--- src/logic/pmc_defines.vh ---
// Operation
// - Eleven power modes, selectable by software
// - Reset enters normal run, regulator full
// - Wait instruction triggers wait or stop
// - Each run mode has wait and stop
// - Pin levels held in every stop-class mode
// - Normal wait: clocks on, interrupt wakes
// - Normal stop: clocks off, async wake
// - Normal stop keeps registers and voltage detect
// - Low-power run: reduced regulator, detect off
// - Low-power wait: core clock on, irq wakes
// - Low-power stop: static, adc, pin irqs
// - Low-power stop: core clock off, sram kept
// - Leakage stops allow only wake-capable units
// - Leakage stop: retention, all sram kept
// - Leakage stop exits by wake interrupt
// - Deep stops exit through wake-up reset
// - Deep stop 3 keeps both sram blocks
// - Deep stop 2 keeps part upper sram
// - Deep stop 1 keeps only register files
// - Backup only: power-up sequence to recover
// - Wake reset sets wake unit irq pending
`ifndef PMC_DEFINES_VH
`define PMC_DEFINES_VH
`define PMC_M_RUN      4'h0
`define PMC_M_WAIT     4'h1
`define PMC_M_STOP     4'h2
`define PMC_M_LPRUN    4'h3
`define PMC_M_LPWAIT   4'h4
`define PMC_M_LPSTOP   4'h5
`define PMC_M_LLS      4'h6
`define PMC_M_DLS3     4'h7
`define PMC_M_DLS2     4'h8
`define PMC_M_DLS1     4'h9
`define PMC_M_BAT      4'ha
`define PMC_SEL_NORMAL 3'h0
`define PMC_SEL_LLS    3'h1
`define PMC_SEL_DLS3   3'h2
`define PMC_SEL_DLS2   3'h3
`define PMC_SEL_DLS1   3'h4
`define PMC_SEL_BAT    3'h5
`define PMC_WS_NONE    2'h0
`define PMC_WS_IRQ     2'h1
`define PMC_WS_WAKEIRQ 2'h2
`define PMC_WS_WAKERST 2'h3
`define PMC_CFG_RUN    8'hff
`endif

--- src/logic/pmc_sync.v ---
`timescale 1ns/1ns
module pmc_sync #(
  parameter W = 1
) (
  input  wire         mclk,
  input  wire         rst,
  input  wire [W-1:0] d,
  output reg  [W-1:0] q
);
  reg [W-1:0] s1_r;
  always @(posedge mclk or posedge rst) begin
    if (rst) begin
      s1_r <= {W{1'b0}};
      q    <= {W{1'b0}};
    end else begin
      s1_r <= d;
      q    <= s1_r;
    end
  end
endmodule

--- src/logic/pmc_cfg.v ---
`timescale 1ns/1ns
`include "pmc_defines.vh"
// Per-mode clock, regulator, detect and retention controls
module pmc_cfg (
  input  wire [3:0] mode,
  output reg  [7:0] cfg
);
  // cfg: {sram_l, sram_u_full, sram_u_part, regfile, lvd, reg_full, nested_irq_controller, clocks}
  always @* begin
    case (mode)
      `PMC_M_RUN:    cfg = `PMC_CFG_RUN;
      `PMC_M_WAIT:   cfg = 8'hff;
      `PMC_M_STOP:   cfg = 8'hfc;
      `PMC_M_LPRUN:  cfg = 8'hf3;
      `PMC_M_LPWAIT: cfg = 8'hf3;
      `PMC_M_LPSTOP: cfg = 8'hf0;
      `PMC_M_LLS:    cfg = 8'hf0;
      `PMC_M_DLS3:   cfg = 8'hf0;
      `PMC_M_DLS2:   cfg = 8'h30;
      `PMC_M_DLS1:   cfg = 8'h10;
      `PMC_M_BAT:    cfg = 8'h00;
      default:       cfg = `PMC_CFG_RUN;
    endcase
  end
endmodule

--- src/logic/pmc_top.v ---
`timescale 1ns/1ns
`include "pmc_defines.vh"
module pmc_top (
  input  wire       mclk,
  input  wire       rst,
  input  wire       wfi_exec,
  input  wire       sleep_deep,
  input  wire [2:0] stop_sel,
  input  wire       lp_run_req,
  input  wire       irq_any,
  input  wire       async_wake_irq_controller_wake,
  input  wire       leakage_wake_unit_wake,
  input  wire       bat_only_req,
  input  wire       por_done,
  output reg  [3:0] mode_r,
  output reg        periph_clk_en_r,
  output reg        nested_irq_controller_en_r,
  output reg        core_clk_en_r,
  output reg        reg_full_power_r,
  output reg        lvd_en_r,
  output reg        lp_osc_sel_r,
  output reg        flash_slow_r,
  output reg        sram_l_pwr_r,
  output reg        sram_u_pwr_r,
  output reg        sram_u_part_pwr_r,
  output reg        regfile_pwr_r,
  output reg        io_hold_r,
  output reg        wake_rst_r,
  output reg        leakage_wake_unit_pend_r,
  output reg  [3:0] last_lp_mode_r,
  output reg  [1:0] wake_src_r
);
  wire [3:0] raw_in;
  wire [3:0] sy;
  wire       async_wake_irq_controller_s;
  wire       leakage_wake_unit_s;
  wire       bat_s;
  wire       por_s;
  wire [7:0] cfg;
  reg  [3:0] mode_nxt;
  reg        rst_pulse_nxt;
  reg  [1:0] src_nxt;
  reg        lp_mode;

  assign raw_in = {async_wake_irq_controller_wake, leakage_wake_unit_wake, bat_only_req, por_done};
  assign async_wake_irq_controller_s = sy[3];
  assign leakage_wake_unit_s = sy[2];
  assign bat_s  = sy[1];
  assign por_s  = sy[0];

  // Wake sources arrive from always-on logic outside this clock
  pmc_sync #(.W(4)) u_sync (
    .mclk (mclk),
    .rst  (rst),
    .d    (raw_in),
    .q    (sy)
  );

  pmc_cfg u_cfg (
    .mode (mode_r),
    .cfg  (cfg)
  );

  always @* begin
    mode_nxt      = mode_r;
    rst_pulse_nxt = 1'b0;
    src_nxt       = wake_src_r;
    lp_mode       = (mode_r == `PMC_M_LPRUN);
    case (mode_r)
      `PMC_M_RUN, `PMC_M_LPRUN: begin
        if (bat_s) begin
          mode_nxt = `PMC_M_BAT;
        end else if (wfi_exec) begin
          if (!sleep_deep) begin
            mode_nxt = lp_mode ? `PMC_M_LPWAIT : `PMC_M_WAIT;
          end else if (lp_mode) begin
            mode_nxt = `PMC_M_LPSTOP;
          end else begin
            case (stop_sel)
              `PMC_SEL_NORMAL: mode_nxt = `PMC_M_STOP;
              `PMC_SEL_LLS:    mode_nxt = `PMC_M_LLS;
              `PMC_SEL_DLS3:   mode_nxt = `PMC_M_DLS3;
              `PMC_SEL_DLS2:   mode_nxt = `PMC_M_DLS2;
              `PMC_SEL_DLS1:   mode_nxt = `PMC_M_DLS1;
              `PMC_SEL_BAT:    mode_nxt = `PMC_M_BAT;
              default:         mode_nxt = `PMC_M_STOP;
            endcase
          end
        end else if (mode_r == `PMC_M_RUN && lp_run_req) begin
          mode_nxt = `PMC_M_LPRUN;
        end else if (mode_r == `PMC_M_LPRUN && !lp_run_req) begin
          mode_nxt = `PMC_M_RUN;
        end
      end
      `PMC_M_WAIT: begin
        if (irq_any) begin
          mode_nxt = `PMC_M_RUN;
          src_nxt  = `PMC_WS_IRQ;
        end
      end
      `PMC_M_LPWAIT: begin
        if (irq_any) begin
          mode_nxt = `PMC_M_LPRUN;
          src_nxt  = `PMC_WS_IRQ;
        end
      end
      `PMC_M_STOP, `PMC_M_LPSTOP: begin
        if (async_wake_irq_controller_s) begin
          mode_nxt = (mode_r == `PMC_M_STOP) ? `PMC_M_RUN : `PMC_M_LPRUN;
          src_nxt  = `PMC_WS_IRQ;
        end
      end
      `PMC_M_LLS: begin
        if (leakage_wake_unit_s) begin
          mode_nxt = `PMC_M_RUN;
          src_nxt  = `PMC_WS_WAKEIRQ;
        end
      end
      `PMC_M_DLS3, `PMC_M_DLS2, `PMC_M_DLS1: begin
        if (leakage_wake_unit_s) begin
          mode_nxt      = `PMC_M_RUN;
          rst_pulse_nxt = 1'b1;
          src_nxt       = `PMC_WS_WAKERST;
        end
      end
      `PMC_M_BAT: begin
        if (por_s) begin
          mode_nxt = `PMC_M_RUN;
          src_nxt  = `PMC_WS_NONE;
        end
      end
      default: mode_nxt = `PMC_M_RUN;
    endcase
  end

  always @(posedge mclk or posedge rst) begin
    if (rst) begin
      mode_r            <= `PMC_M_RUN;
      periph_clk_en_r   <= 1'b1;
      nested_irq_controller_en_r         <= 1'b1;
      core_clk_en_r     <= 1'b1;
      reg_full_power_r  <= 1'b1;
      lvd_en_r          <= 1'b1;
      lp_osc_sel_r      <= 1'b0;
      flash_slow_r      <= 1'b0;
      sram_l_pwr_r      <= 1'b1;
      sram_u_pwr_r      <= 1'b1;
      sram_u_part_pwr_r <= 1'b1;
      regfile_pwr_r     <= 1'b1;
      io_hold_r         <= 1'b0;
      wake_rst_r        <= 1'b0;
      leakage_wake_unit_pend_r       <= 1'b0;
      last_lp_mode_r    <= `PMC_M_RUN;
      wake_src_r        <= `PMC_WS_NONE;
    end else begin
      mode_r            <= mode_nxt;
      periph_clk_en_r   <= cfg[0];
      nested_irq_controller_en_r         <= cfg[1];
      core_clk_en_r     <= cfg[1];
      reg_full_power_r  <= cfg[2];
      lvd_en_r          <= cfg[3];
      lp_osc_sel_r      <= (mode_r == `PMC_M_LPRUN) || (mode_r == `PMC_M_LPWAIT);
      flash_slow_r      <= (mode_r == `PMC_M_LPRUN) || (mode_r == `PMC_M_LPWAIT);
      regfile_pwr_r     <= cfg[4];
      sram_u_part_pwr_r <= cfg[5];
      sram_u_pwr_r      <= cfg[6];
      sram_l_pwr_r      <= cfg[7];
      // Pads latch while any stop-class mode is active
      io_hold_r         <= (mode_r != `PMC_M_RUN) && (mode_r != `PMC_M_LPRUN) &&
                           (mode_r != `PMC_M_WAIT) && (mode_r != `PMC_M_LPWAIT);
      wake_rst_r        <= rst_pulse_nxt;
      if (rst_pulse_nxt) begin
        leakage_wake_unit_pend_r <= 1'b1;
      end else if (mode_r == `PMC_M_RUN && irq_any) begin
        leakage_wake_unit_pend_r <= 1'b0;
      end
      if (mode_nxt != mode_r && mode_r != `PMC_M_RUN && mode_r != `PMC_M_LPRUN) begin
        last_lp_mode_r <= mode_r;
      end
      wake_src_r        <= src_nxt;
    end
  end
endmodule

--- config.mk ---
export PLATFORM = sky130hd
export DESIGN_NAME = pmc_top
export DESIGN_NICKNAME = d
export VERILOG_FILES = /design/src/logic/pmc_sync.v /design/src/logic/pmc_cfg.v /design/src/logic/pmc_top.v
export VERILOG_INCLUDE_DIRS = /design/src /design/src/logic
export SDC_FILE = /design/constraint.sdc
export NUM_CORES = 1
export LEC_CHECK = 0
export ABC_AREA = 1
export BUFFER_PORTS_ARGS = -buffer_cell sky130_fd_sc_hd__buf_2
export CAP_MARGIN = 5
export CORE_MARGIN = 5
export CORE_UTILIZATION = 42
export CTS_CLUSTER_DIAMETER = 200
export DETAILED_ROUTE_END_ITERATION = 12
export GPL_ROUTABILITY_DRIVEN = 0
export PLACE_DENSITY = 0.67
export SYNTH_ARGS = -nofsm -noshare
export SYNTH_HDL_FRONTEND = slang
export SYNTH_HIERARCHICAL = 1
export SYNTH_SLANG_ARGS = --single-unit
export TNS_END_PERCENT = 5
--- constraint.sdc ---
create_clock -name mclk -period 1.6 [get_ports mclk]
set_input_delay 0.24 -clock mclk [delete_from_list [all_inputs] [get_ports mclk]]
set_output_delay 0.24 -clock mclk [all_outputs]
set_load 0.1 [all_outputs]
==> results.txt <==
----------------------------------------------------
[Floorplanning]
  Height of the chip ... 72.5 um
  Starting utilization of the core area ... 44.1%
  Num ports ... 37
  Overall die area ... 5250 um2
  Placement row count ... 22
  Core Region ... 3720 um2
  Horiz. Die Dim ... 72.5 um

[Routing]
  DRC marker count from the first detailed-route iteration ... 65
  Wire length per cell after detailed routing ... 11.6 um
  Detailed Routing Iterations Pass 1 ... 4
  Number of vias in the routed layout ... 1503
  Avg Vias per Cell ... 4.55
  Drc violations ... 0
  Number of nets still failing antenna checks after routing ... 0
  DRT Wirelength ... 3810 um

[Synthesis]
  Share of synthesized cell area in full adder, half adder and majority cells ... 2.29%
  Cell types with the largest area share after synthesis ... sky130_fd_sc_hd__dfrtp_1, sky130_fd_sc_hd__nand2_1, sky130_fd_sc_hd__dfstp_2, sky130_fd_sc_hd__nand3_1, sky130_fd_sc_hd__inv_1
  Cell count after synthesis ... 205
  Unique masters post-synth ... 26
  Area of the mapped netlist ... 1640 um2
  Mean cell area of the mapped netlist ... 8.00 um2
  Combinational family with the most area after synthesis ... simple AND/OR/NAND/NOR gates
  Flip-flop and latch count after synthesis ... 30
  Library cell occupying the most area in the post-synthesis netlist ... sky130_fd_sc_hd__dfrtp_1
  Post-synthesis sequential area ratio ... 46.4%
  Share of synthesized cell area in and, or, nand and nor gates ... 37.2%
  Fraction of post-synthesis cell area in the top cell type by area ... 33.6%
  XOR/XNOR Fraction of Synth Area ... 0%
  Synth warnings ... 6
  Net Count, Synth ... 221
  Fraction of synthesized area in multiplexers ... 0%
  Synth Area in Compound Gates ... 3.74%

[CTS]
  Total number of H-tree levels ... 2
  Clk buf depth ... 2
  Clock Root Buffer ... sky130_fd_sc_hd__clkbuf_8
  Clock tree from TritonCTS ... yes
  Clk slew on worst S/H paths ... 0.07 ns
  TritonCTS sink count ... 30
  Skew-Pair Late Insertion Delay ... 0.28 ns
  CTS buffer count ... 5

[GRT]
  Number of global-route vias before repair ... 1527
  Maximum number of pins on one net before global-route repair ... 23
  Wire length of the first global-routing pass ... 6690 um
  Gr usage total ... 16.1%
  Overflow left after global routing ... 0
  Antenna violations before repair ... 0

[STA]
  Slew @ Worst Pin ... 0.491 ns
  Clock tree skew after final layout ... 0.0105 ns
  Setup repair after global routing missed its margin ... true
  Post-route worst setup slack ... -0.139 ns
  Slew HR ... 67.5%
  Max Fclk ... 575 MHz
  Portion of the clock cycle consumed by the worst path in the final layout ... 109%
  Number of setup violations in the final report ... 6
  Max-slew violation count ... 0
  Final hold violation count ... 0
  Min Tclk post-route ... 1.74 ns

[Setup path]
  List of cells traversed by the critical path ... inv_4, nand2_2, inv_2, nand2_1, o21ai_1, nor2_2, nor2_4, nand2_2, nand2_1, nand2_1, nand3_2, nand2_2, nand2_1, nand2_1
  Kind of critical path ... register to register
  Critical path capture point type ... register
  Sort of element at the start of the critical path ... register
  Register-to-Register Path Depth ... 14
  Required time of the critical path ... 1.77 ns
  Highest net fanout along the worst path ... 5
  Kind of cell with the highest combined delay on the critical path ... simple AND/OR/NAND/NOR gates
  Crit path top cell by count ... sky130_fd_sc_hd__nand2_1
  WP buf/inv ... 2
  CP max stage delay ... 0.53 ns
  Arrival time of the worst setup path ... 1.91 ns
  Crit path max-delay cell type ... sky130_fd_sc_hd__dfrtp_4
  Number of logic stages on the critical path including buffering ... 14

[Finish]
  Fraction of layout instances using a drive strength above 1 ... 50.0%
  Fillers ... 343
  Commonest non-fill, non-tap cell in the layout ... sky130_fd_sc_hd__nand2_1
  Number of diodes ... 0
  Layout-stage area growth over the synthesis result ... 47.7%
  Number of nets at the end of the flow ... 297
  Core occupancy in the finished layout ... 65.2%
  Highest-count cells in the layout ignoring fill and taps ... sky130_fd_sc_hd__nand2_1, sky130_fd_sc_hd__buf_4, sky130_fd_sc_hd__buf_2

[Run status]
  Violated checks ... negative setup slack
  Status ... finished, violations left

[Min path]
  Worst hold path class ... input port to register
  WHS Path Cells ... 1

[Flow run]
  Max-cap violations ... 0

[Placement]
  Sum of net half-perimeters after detailed placement ... 2970 um
  IO buf count ... 36

----------------------------------------------------
metal layers:
layer / wire length [um] / share of wire (%) / vias up / GRT usage (%)
met1: 1610 / 42 / 676 / 19.9
met4: 75 / 2.0 / 0 / 5.12
met2: 1910 / 50 / 35 / 27.6
li1: - / - / 785 / -
met3: 217 / 5.7 / 7 / 4.16
met5: 0 / 0 / - / 0
cell type report:
cell class / instances / area [um2] / area share (%)
Sequential cell: 30 / 776 / 32.0
Tap cell: 48 / 60.1 / 2.48
Clock buffer: 6 / 82.6 / 3.41
Clock inverter: 2 / 60.1 / 2.48
Timing Repair Buffer: 75 / 507 / 20.9
Multi-Input combinational cell: 138 / 812 / 33.5
Inverter: 31 / 124 / 5.12
flip-flops by register name, indices dropped and copies added (netlist names):
name,cells
wake_rst_r,1
leakage_wake_unit_pend_r,1
sram_u_part_pwr_r,1
periph_clk_en_r,1
sram_u_pwr_r,1
u_sync/s1_r,4
io_hold_r,1
sram_l_pwr_r,1
flash_slow_r,1
lvd_en_r,1
mode_r,4
regfile_pwr_r,1
u_sync/q,4
reg_full_power_r,1
wake_src_r,2
core_clk_en_r,1
last_lp_mode_r,4
cells by family after synthesis:
family                   after synthesis
flip-flops                            30
AND/OR/NAND/NOR                      124
adder cells (fa/ha/maj)                3
buffers and inverters                 37
AO/OA/AOI/OAI                         11
timing repair:
item,in CTS,in global routing
setup buffers,6,0
hold buffers,1,0
endpoints found under the setup margin,6,7
resized for setup,28,6
hold endpoints to repair,18,0
pin swaps,22,2
path summary, 6_finish.rpt:
check                                  startpoint                 to  slack (ns)
max                                     mode_r[0]  last_lp_mode_r[0]       -0.14
min reg2reg                        u_sync/s1_r[1]        u_sync/q[1]        0.35
max reg2reg                             mode_r[0]  last_lp_mode_r[0]       -0.14
min in group asynchronous                     rst     u_sync/s1_r[2]        0.45
max in group asynchronous                     rst  sram_u_part_pwr_r        0.79
min                        leakage_wake_unit_wake     u_sync/s1_r[2]        0.07
stage by stage:
stage	TNS, ns	setup WS [ns]	cells	area (um2)	hold slack [ns]
after floorplan	-1.33	-0.294	205	1660	0.0557
after global placement	-0.760	-0.144	315	2110	0.197
after detailed placement	-0.882	-0.177	315	2110	0.201
after CTS	-0.536	-0.127	330	2390	0.0632
after global routing	-1.59	-0.308	330	2420	0.0694
final	-0.659	-0.139	330	2420	0.0725
worst register-to-register path: stages (launching register included):
cell	delay (ns)
sky130_fd_sc_hd__dfrtp_4	0.53
sky130_fd_sc_hd__inv_4	0.08
sky130_fd_sc_hd__nand2_2	0.06
sky130_fd_sc_hd__inv_2	0.07
sky130_fd_sc_hd__nand2_1	0.08
sky130_fd_sc_hd__o21ai_1	0.16
sky130_fd_sc_hd__nor2_2	0.07
sky130_fd_sc_hd__nor2_4	0.12
sky130_fd_sc_hd__nand2_2	0.06
sky130_fd_sc_hd__nand2_1	0.05
sky130_fd_sc_hd__nand2_1	0.06
sky130_fd_sc_hd__nand3_2	0.09
sky130_fd_sc_hd__nand2_2	0.08
sky130_fd_sc_hd__nand2_1	0.07
sky130_fd_sc_hd__nand2_1	0.04
Yosys cell counts:
cell / number
sky130_fd_sc_hd__nor2_1: 14
sky130_fd_sc_hd__dfrtp_1: 22
sky130_fd_sc_hd__buf_6: 1
sky130_fd_sc_hd__inv_6: 1
sky130_fd_sc_hd__nand3_2: 3
sky130_fd_sc_hd__and3_1: 1
sky130_fd_sc_hd__nor2_4: 4
sky130_fd_sc_hd__o21ai_0: 6
sky130_fd_sc_hd__o21bai_1: 1
sky130_fd_sc_hd__nand2_4: 1
sky130_fd_sc_hd__inv_2: 4
sky130_fd_sc_hd__nand4_1: 2
sky130_fd_sc_hd__nand2_2: 8
sky130_fd_sc_hd__o2111ai_1: 1
sky130_fd_sc_hd__nor3_1: 1
sky130_fd_sc_hd__ha_1: 3
sky130_fd_sc_hd__a21oi_1: 2
sky130_fd_sc_hd__o21ai_1: 1
sky130_fd_sc_hd__nor3_2: 1
sky130_fd_sc_hd__nor2_8: 1
sky130_fd_sc_hd__buf_4: 5
sky130_fd_sc_hd__inv_1: 26
sky130_fd_sc_hd__dfstp_2: 8
sky130_fd_sc_hd__nor2_2: 3
sky130_fd_sc_hd__nand2_1: 62
sky130_fd_sc_hd__nand3_1: 23
Power is not shown: default switching activity piles up to over one toggle a cycle in this logic, so the estimate is an artifact.
